**src/pkg/bss_pkg.sv**
```systemverilog
// Package for the bit string set unit: widths, thresholds, state encoding.
// Assumes a 32-bit general register file and a byte-wide memory port.
package bss_pkg;
    localparam int          REG_W      = 32;
    localparam int          ADDR_W     = 32;
    localparam logic [31:0] RUN_LIMIT  = 32'h0000_0019; // Twenty-five
    localparam int          LUT_BYTES  = 1024;          // Pattern table size
    localparam logic [7:0]  BYTE_RST   = 8'h00;
    localparam logic [31:0] WORD_RST   = 32'h0000_0000;
    localparam logic [2:0]  BITPOS_W3  = 3'h0;

    typedef enum logic [2:0] {
        S_IDLE  = 3'b000,
        S_CHECK = 3'b001,
        S_RDREQ = 3'b011,
        S_RDWT  = 3'b010,
        S_WRREQ = 3'b110,
        S_STEP  = 3'b111,
        S_DONE  = 3'b101
    } bss_state_type;
endpackage

```
**src/core/bss_unit.sv**
```systemverilog
// Bit string set execution unit: horizontal run and warped run instructions.
// Assumes a request/acknowledge memory port, request held until ACK, on the same clock
// and operand registers presented by the processor with a start pulse.
`timescale 1ns/100ps
module bss_unit (
    input  wire logic        CLK,
    input  wire logic        ARST_N,
    input  wire logic        START,      // One-cycle start pulse
    input  wire logic        WARPED,     // 0: horizontal, 1: warped
    input  wire logic [31:0] R0_IN,
    input  wire logic [31:0] R1_IN,
    input  wire logic [31:0] R2_IN,
    input  wire logic [31:0] R3_IN,
    output logic             BUSY,
    output logic             DONE,       // One-cycle completion pulse
    output logic             FLAG_F,
    output logic [31:0]      R0_OUT,
    output logic [31:0]      R1_OUT,
    output logic [31:0]      R2_OUT,
    output logic [31:0]      R3_OUT,
    output logic             MEM_REQ,
    output logic             MEM_WE,
    output logic [31:0]      MEM_ADDR,
    output logic [7:0]       MEM_WDATA,
    input  wire logic        MEM_ACK,
    input  wire logic [7:0]  MEM_RDATA
);
    typedef struct packed {
        bss_pkg::bss_state_type st;
        logic        warped;
        logic        busy;
        logic        done;
        logic        flag_f;
        logic [31:0] r0;
        logic [31:0] r1;
        logic [31:0] r2;
        logic [31:0] r3;
        logic [31:0] r1_start;
        logic [31:0] r2_start;
        logic [31:0] left;     // Bits still to set
        logic [31:0] cur;      // Current signed bit offset
        logic        req;
        logic        we;
        logic [31:0] addr;
        logic [7:0]  wdata;
    } bss_reg_type;

    bss_reg_type r;
    bss_reg_type next_r;
    logic [34:0] bit_addr;
    logic [2:0]  bit_pos;

    // Bit address from byte base and signed offset; three extra bits keep
    // the top of a large byte base from falling off before the shift
    always_comb begin
        bit_addr = {r.r0, 3'h0} + {{3{r.cur[31]}}, r.cur};
        bit_pos  = bit_addr[2:0];
    end

    // Next-state logic for the whole unit
    always_comb begin
        next_r      = r;
        next_r.done = 1'b0;
        case (r.st)
            bss_pkg::S_IDLE: begin
                if (START) begin
                    next_r.warped   = WARPED;
                    next_r.r0       = R0_IN;
                    next_r.r1       = R1_IN;
                    next_r.r2       = R2_IN;
                    next_r.r3       = R3_IN;
                    next_r.r1_start = R1_IN;
                    next_r.r2_start = R2_IN;
                    next_r.left     = R2_IN;   // Unsigned count
                    next_r.cur      = R1_IN;   // Signed offset
                    next_r.busy     = 1'b1;
                    next_r.st       = bss_pkg::S_CHECK;
                end
            end
            bss_pkg::S_CHECK: begin
                if (!r.warped && (r.left > bss_pkg::RUN_LIMIT)) begin
                    next_r.flag_f = 1'b1;
                    next_r.st     = bss_pkg::S_DONE;
                end else begin
                    if (!r.warped) begin
                        next_r.flag_f = 1'b0;
                    end
                    if (r.left == bss_pkg::WORD_RST) begin
                        next_r.st = bss_pkg::S_DONE;
                    end else begin
                        next_r.st = bss_pkg::S_RDREQ;
                    end
                end
            end
            bss_pkg::S_RDREQ: begin
                // Read the byte holding the current bit
                next_r.req  = 1'b1;
                next_r.we   = 1'b0;
                next_r.addr = bit_addr[34:3];
                next_r.st   = bss_pkg::S_RDWT;
            end
            bss_pkg::S_RDWT: begin
                if (MEM_ACK) begin
                    next_r.req   = 1'b1;
                    next_r.we    = 1'b1;
                    // Pattern bit built in place of a table fetch
                    next_r.wdata = MEM_RDATA | (8'h01 << bit_pos);
                    next_r.st    = bss_pkg::S_WRREQ;
                end
            end
            bss_pkg::S_WRREQ: begin
                if (MEM_ACK) begin
                    next_r.req = 1'b0;
                    next_r.we  = 1'b0;
                    next_r.st  = bss_pkg::S_STEP;
                end
            end
            bss_pkg::S_STEP: begin
                next_r.left = r.left - 32'h0000_0001;
                if (r.warped) begin
                    next_r.cur = r.cur + r.r3;
                end else begin
                    next_r.cur = r.cur + 32'h0000_0001;
                end
                if (r.left == 32'h0000_0001) begin
                    next_r.st = bss_pkg::S_DONE;
                end else begin
                    next_r.st = bss_pkg::S_RDREQ;
                end
            end
            bss_pkg::S_DONE: begin
                if (r.warped) begin
                    next_r.r1 = r.cur - r.r3;  // Final bit offset
                    next_r.r2 = bss_pkg::WORD_RST;
                    if (r.r2_start == bss_pkg::WORD_RST) begin
                        next_r.r1 = r.r1_start;
                    end
                end else begin
                    next_r.r1 = r.r1_start;
                    next_r.r2 = r.r2_start;
                end
                next_r.busy = 1'b0;
                next_r.done = 1'b1;
                next_r.st   = bss_pkg::S_IDLE;
            end
            default: begin
                next_r = '0;
            end
        endcase
    end

    // State register
    always_ff @(posedge CLK or negedge ARST_N) begin
        if (!ARST_N) begin
            r <= '0;
        end else begin
            r <= next_r;
        end
    end

    // Outputs straight from the state
    always_comb begin
        BUSY      = r.busy;
        DONE      = r.done;
        FLAG_F    = r.flag_f;
        R0_OUT    = r.r0;
        R1_OUT    = r.r1;
        R2_OUT    = r.r2;
        R3_OUT    = r.r3;
        MEM_REQ   = r.req;
        MEM_WE    = r.we;
        MEM_ADDR  = r.addr;
        MEM_WDATA = r.wdata;
    end

    // Limit decision: over the limit ends quickly with F set and no access
    property p_over_limit;
        @(posedge CLK) disable iff (!ARST_N)
        (r.st == bss_pkg::S_CHECK && !r.warped && r.left > bss_pkg::RUN_LIMIT)
        |=> (r.flag_f && r.st == bss_pkg::S_DONE) ##1 DONE;
    endproperty
    a_over_limit: assert property (p_over_limit)
        else $error("over limit");

    property p_under_limit;
        @(posedge CLK) disable iff (!ARST_N)
        (r.st == bss_pkg::S_CHECK && !r.warped &&
         r.left <= bss_pkg::RUN_LIMIT) |=> !FLAG_F;
    endproperty
    a_under_limit: assert property (p_under_limit)
        else $error("F not cleared");

    property p_over_quiet;
        @(posedge CLK) disable iff (!ARST_N)
        (r.st == bss_pkg::S_CHECK && !r.warped && r.left > bss_pkg::RUN_LIMIT)
        |=> (!MEM_REQ && !MEM_WE) [*2];
    endproperty
    a_over_quiet: assert property (p_over_quiet)
        else $error("access after over limit");

    // Operands taken at start: count unsigned, offset signed
    property p_start_load;
        @(posedge CLK) disable iff (!ARST_N)
        (START && r.st == bss_pkg::S_IDLE) |=>
        (r.left == $past(R2_IN) && r.cur == $past(R1_IN) && BUSY);
    endproperty
    a_start_load: assert property (p_start_load)
        else $error("operands not taken");

    // Memory port: each byte read, then rewritten with the run bit added
    property p_write_sets_bit;
        @(posedge CLK) disable iff (!ARST_N)
        (MEM_REQ && MEM_WE) |-> MEM_WDATA[bit_pos];
    endproperty
    a_write_sets_bit: assert property (p_write_sets_bit)
        else $error("bit not set");

    property p_keep_bits;
        @(posedge CLK) disable iff (!ARST_N)
        (r.st == bss_pkg::S_RDWT && MEM_ACK) |=>
        (MEM_WDATA == ($past(MEM_RDATA) | (8'h01 << bit_pos)));
    endproperty
    a_keep_bits: assert property (p_keep_bits)
        else $error("bits lost");

    property p_req_hold;
        @(posedge CLK) disable iff (!ARST_N)
        (MEM_REQ && !MEM_ACK) |=>
        (MEM_REQ && $stable(MEM_ADDR) && $stable(MEM_WE) &&
         $stable(MEM_WDATA));
    endproperty
    a_req_hold: assert property (p_req_hold)
        else $error("request dropped before ack");

    property p_addr_form;
        @(posedge CLK) disable iff (!ARST_N)
        (r.st == bss_pkg::S_RDREQ) |=>
        (MEM_ADDR == r.r0 + 32'($signed(r.cur) >>> 3) && !MEM_WE);
    endproperty
    a_addr_form: assert property (p_addr_form)
        else $error("wrong byte address");

    // Stepping between bits
    property p_warp_step;
        @(posedge CLK) disable iff (!ARST_N)
        (r.st == bss_pkg::S_STEP && r.warped) |=>
        (r.cur == $past(r.cur) + r.r3);
    endproperty
    a_warp_step: assert property (p_warp_step)
        else $error("bad warp step");

    property p_horiz_step;
        @(posedge CLK) disable iff (!ARST_N)
        (r.st == bss_pkg::S_STEP && !r.warped) |=>
        (r.cur == $past(r.cur) + 32'h0000_0001);
    endproperty
    a_horiz_step: assert property (p_horiz_step)
        else $error("run bits not adjacent");

    // Completion: operand registers and the done pulse
    property p_horiz_restore;
        @(posedge CLK) disable iff (!ARST_N)
        (DONE && !r.warped) |->
        (R1_OUT == r.r1_start && R2_OUT == r.r2_start);
    endproperty
    a_horiz_restore: assert property (p_horiz_restore)
        else $error("regs changed");

    property p_warp_end;
        @(posedge CLK) disable iff (!ARST_N)
        (DONE && r.warped) |-> (R2_OUT == 32'h0 && r.left == 32'h0);
    endproperty
    a_warp_end: assert property (p_warp_end)
        else $error("count not zero");

    property p_no_write_over;
        @(posedge CLK) disable iff (!ARST_N)
        (r.flag_f && !r.warped && r.st == bss_pkg::S_DONE) |-> !MEM_REQ;
    endproperty
    a_no_write_over: assert property (p_no_write_over)
        else $error("wrote on over");

    property p_done_pulse;
        @(posedge CLK) disable iff (!ARST_N)
        DONE |-> (!BUSY && r.st == bss_pkg::S_IDLE) ##1 !DONE;
    endproperty
    a_done_pulse: assert property (p_done_pulse)
        else $error("done not a single pulse");

    // Main scenarios reached
    c_horiz: cover property (@(posedge CLK) DONE && !r.warped && !FLAG_F);
    c_over:  cover property (@(posedge CLK) DONE && FLAG_F);
    c_warp:  cover property (@(posedge CLK) DONE && r.warped);
    c_zero:  cover property (@(posedge CLK) DONE && r.r2_start == 32'h0);
    c_slow:  cover property (@(posedge CLK) MEM_REQ && !MEM_ACK ##1 !MEM_ACK);
endmodule // bss_unit

```
**config.mk**
```make
export PLATFORM = sky130hd
export DESIGN_NAME = bss_unit
export DESIGN_NICKNAME = d
export VERILOG_FILES = /design/src/pkg/bss_pkg.sv /design/src/core/bss_unit.sv
export SDC_FILE = /design/constraint.sdc
export NUM_CORES = 1
export LEC_CHECK = 0
export ABC_AREA = 1
export ABC_CLOCK_PERIOD_IN_PS = 2300
export BUFFER_PORTS_ARGS = -buffer_cell sky130_fd_sc_hd__buf_2
export CORE_ASPECT_RATIO = 0.5
export CORE_MARGIN = 10
export CORE_UTILIZATION = 32
export CTS_CLUSTER_SIZE = 24
export DETAILED_ROUTE_END_ITERATION = 16
export SYNTH_ARGS = -nofsm -noshare
export SYNTH_HDL_FRONTEND = slang
export SYNTH_SLANG_ARGS = --single-unit
```
**constraint.sdc**
```tcl
create_clock -name CLK -period 2.3 [get_ports CLK]
set_input_delay 0 -clock CLK [delete_from_list [all_inputs] [get_ports CLK]]
set_output_delay 0 -clock CLK [all_outputs]
set_load 0.01 [all_outputs]
```
==> key figures <==
Outcome
  – Outcome: complete, but fails checks
  – Failing checks: negative setup slack

Layout
  – Layout Cells excl Fill: 4422
  – Layout cells sized above 1: a little under a quarter
  – Post-Route Utilization: between 40% and 50%
  – Area Growth Syn to Fin: 29.6%
  – Register Area: 7660 um^2
  – Fin nets: 3751
  – Filler cells: 6751
  – Area of the multi-input gates: 11500 um^2

Global route
  – GR Util All Layers: about a fifth
  – Total congestion overflow: 0
  – Largest net degree at the start of global routing: 108
  – First-pass GRT wire length: 129 mm
  – Vias in the first global route: 21800
  – Initial antenna violation count: 2

Placed design
  – GPL Wtd Cong: 0.937
  – DP HPWL: around 66 mm
  – Buffers on Ports: 313
  – Placed insts: about 4200

Setup path
  – CP Launch Type: flop
  – Data arrival, critical path: 2.76 ns
  – RR Endpoint: r[66]$_DFFE_PN0P_
  – Slowest CP cell: dfrtp_1
  – R2R Setup Slk: -0.004 ns
  – Most common cell on crit path: nand3_1
  – Worst Path Required: 2.75 ns
  – Slowest stage delay, CP: 0.41 ns
  – Crit-path cells: buf_12 > nand2_1 > ha_2 > inv_2 > fa_2 > inv_2 > nand3_1 > nand2_2 > buf_6 > inv_1 > o21ai_4 > nand3_2 > nand3_1 > nand2_1 > nand3_1 > a21oi_1
  – Critical path fanouts, max: 20
  – RR Startpoint: r[301]$_DFFE_PN0P_
  – Crit-path leading delay family: simple AND/OR/NAND/NOR gates
  – WS Path Type: flop to flop
  – Worst reg2reg path depth: 16
  – Element type at the critical path end: flop
  – Bufs and invs on worst path: 5
  – CP Depth: 16

Clock network
  – Clock-pin transition on the worst setup and hold timing paths: 0.08 ns
  – CTS tree: built
  – TritonCTS Buffers: 34
  – H-tree Lvls: 2
  – CTS max path bufs: 3
  – CTS root buffer: clkbuf_16
  – Clock sinks: 305
  – Clock Latency Late Sink: 0.58 ns

Yosys
  – Syn nets: 3315
  – Register area share after synthesis: between 30 and 40%
  – Synth warn: 0
  – Synth Cell Area: 21300 um^2
  – Gate Count Post-Synth: 3074
  – Synth area leaders: dfrtp_1, nand2_1, inv_1, nor2_1, buf_4
  – EDFF count, synth: 0
  – Post-synth ARST share: 100%
  – Post-synthesis cell type count: 46
  – Avg Cell Area, Syn: 6.95 um^2
  – Yosys top cell area share: 35.7%
  – Synth Flop Type: dfrtp_1
  – Yosys top cell by area: dfrtp_1
  – #FFs+latches synth: 305

STA
  – Final setup viols: 1
  – Max Slew Vio Count: 0
  – Worst Tran Pin Value: 0.571 ns
  – Final Worst Setup Slack: -0.00399 ns
  – Clk_skew: 0.0481 ns
  – Min Tclk post-route: 2.30 ns
  – Max Clk Rate: 0.434 GHz
  – Hold Vio Cnt, Final: 0
  – Unrepaired setup endpoints after global routing: yes
  – Slew Limit Headroom: about three fifths
  – Fin crit share: 100%

Floorplan
  – Die Y: about 200 um
  – Cell row count: 66
  – Die Area: 78100 um^2
  – Initial Util: 32.6%
  – # IOs: 314
  – Core area: 65500 um^2
  – Die X: 385 um

Pwr
  – Leak: approximately 14 nW
  – Max VDD drop: roughly 0.81 mV
  – P per Cell Area: roughly 1500 nW/um^2

Drt
  – Total number of vias: 22000
  – DR vias/cell: ~5.0
  – 1st-iter DRT viols: 1902
  – Routed WL: between 80 and 90 mm
  – TritonRoute pass-1 iters: 5
  – DRC viols: 0
  – Post-route ant nets: 0
  – Wire length per cell: just under 20 um

Flow run
  – Max cap viols: 0

Worst hold path
  – Worst min path class: input pin to asynchronous set/reset pin
## state kept, by name, summed over array words and instances (netlist names)
name,cells
BUSY,1
DONE,1
FLAG_F,1
MEM_ADDR,32
MEM_REQ,1
MEM_WDATA,8
MEM_WE,1
R0_OUT,32
R1_OUT,32
R2_OUT,32
R3_OUT,32
r,132
## layout by cell type, fill, tap and decap left out, types with 17 or more instances in the layout
| cell type | Yosys | final |
|---|---|---|
| clkbuf_16 | 0 | 34 |
| nand3_1 | 165 | 154 |
| buf_2 | 41 | 312 |
| nand2_1 | 719 | 669 |
| buf_4 | 172 | 183 |
| nor2_2 | 2 | 27 |
| nand4_1 | 24 | 24 |
| nand2_2 | 2 | 47 |
| dfrtp_1 | 305 | 285 |
| a22o_1 | 35 | 35 |
| o211ai_1 | 22 | 22 |
| ha_2 | 0 | 17 |
| o21ai_1 | 13 | 34 |
| nor3_1 | 28 | 18 |
| o21ai_0 | 193 | 161 |
| ha_1 | 97 | 47 |
| inv_2 | 7 | 19 |
| dfrtp_2 | 0 | 20 |
| ha_4 | 0 | 33 |
| inv_1 | 407 | 394 |
| a31oi_1 | 43 | 43 |
| dlygate4sd3_1 | 0 | 148 |
| a21oi_1 | 220 | 182 |
| o22ai_1 | 26 | 26 |
| a21oi_2 | 0 | 37 |
| nor2_1 | 407 | 374 |
## how the worst max path moves through the flow
| stage | start | endpoint | slack, ns |
|---|---|---|---|
| 3_3_place_gp | r[301]$_DFFE_PN0P_ | r[60]$_DFFE_PN0P_ | -0.13 |
| 5_1_grt | r[301]$_DFFE_PN0P_ | r[50]$_DFFE_PN0P_ | -0.13 |
| 4_1_cts | r[301]$_DFFE_PN0P_ | r[66]$_DFFE_PN0P_ | -0.05 |
| 3_5_place_dp | r[301]$_DFFE_PN0P_ | r[66]$_DFFE_PN0P_ | -0.12 |
| 6_report | r[301]$_DFFE_PN0P_ | r[66]$_DFFE_PN0P_ | -0.004 |
| 2_1_floorplan | r[301]$_DFFE_PN0P_ | r[56]$_DFFE_PN0P_ | 0.006 |
## routing by layer
metal / GRT usage, % / vias up / part of all wire (%)
met5: 0 / - / 0
met4: 7.26 / 0 / 3.6
met3: 2.74 / 159 / 4.9
met2: 35.6 / 608 / 48
met1: 27.1 / 10500 / 44
li1: - / 10700 / -
## worst min-delay path, stage by stage
cell and delay [ns]:
dlygate4sd3_1 0.56, buf_8 0.21, buf_12 0.27
## power breakdown
part           switching [mW]  internal [mW]  leakage (nW)
logic                    15.9           9.69          9.42
registers                2.36           7.62          3.91
clock network            2.57           2.99         0.532
total                    20.8           20.3          13.9
## stage by stage
| step | setup TNS (ns) | power (mW) | hold slack (ns) | instance area [um^2] | setup WS (ns) |
|---|---|---|---|---|---|
| 2_1_floorplan | 0 | 24.9 | -0.296 | 21400 | 0.00556 |
| 3_3_place_gp | -0.930 | 33.1 | -0.0581 | 23900 | -0.125 |
| 3_5_place_dp | -0.888 | 33.3 | -0.0544 | 23900 | -0.119 |
| 4_1_cts | -0.217 | 39.3 | 0.0882 | 26600 | -0.0453 |
| 5_1_grt | -1.71 | 44.4 | 0.117 | 27700 | -0.129 |
| 6_report | -0.00399 | 41.1 | 0.0918 | 27700 | -0.00399 |
## synth_stat cells, types with 4 or more instances
cell,n
a22o_1,35
inv_1,407
nor3_1,28
nand3_1,165
o21a_1,4
o22ai_1,26
buf_4,172
xor2_1,6
o21ai_1,13
or2_2,13
buf_2,41
o21bai_1,9
nor2_4,4
a21oi_1,220
a32o_1,6
o211ai_1,22
a31oi_1,43
nand2_1,719
xnor2_1,13
dfrtp_1,305
a21o_1,5
buf_6,5
inv_2,7
clkbuf_1,39
o221ai_1,4
nand3b_1,10
ha_1,97
nor2_1,407
nand4_1,24
buf_1,4
o21ai_0,193
## cell type report
class / instances / area share [%]
Sequential cell: 305 / 27.7
Timing Repair Buffer: 661 / 17.2
Clock buffer: 49 / 3.50
Clock inverter: 13 / 0.443
Multi-Input combinational cell: 2094 / 41.6
Inverter: 414 / 5.63
Tap cell: 884 / 4.00
Antenna cell: 2 / 0.0181
## kinds of logic after synthesis
group	after synthesis	synth area share, %
XOR/XNOR	19	0.779
AO/OA/AOI/OAI	592	15.8
buffers and inverters	675	15.3
AND/OR/NAND/NOR	1383	26.4
flip-flops	305	35.7
adder cells (fa/ha/maj)	100	5.97
## timing repair
item | 4_1_cts | 5_1_grt
pin swaps | 2 | 19
hold buffers | 149 | 0
setup endpoints to repair | 32 | 73
setup buffers | 0 | 13
resized for setup | 32 | 262
endpoints found under the hold margin | 562 | 0
No activity file was read; power rests on OpenSTA's default activity.
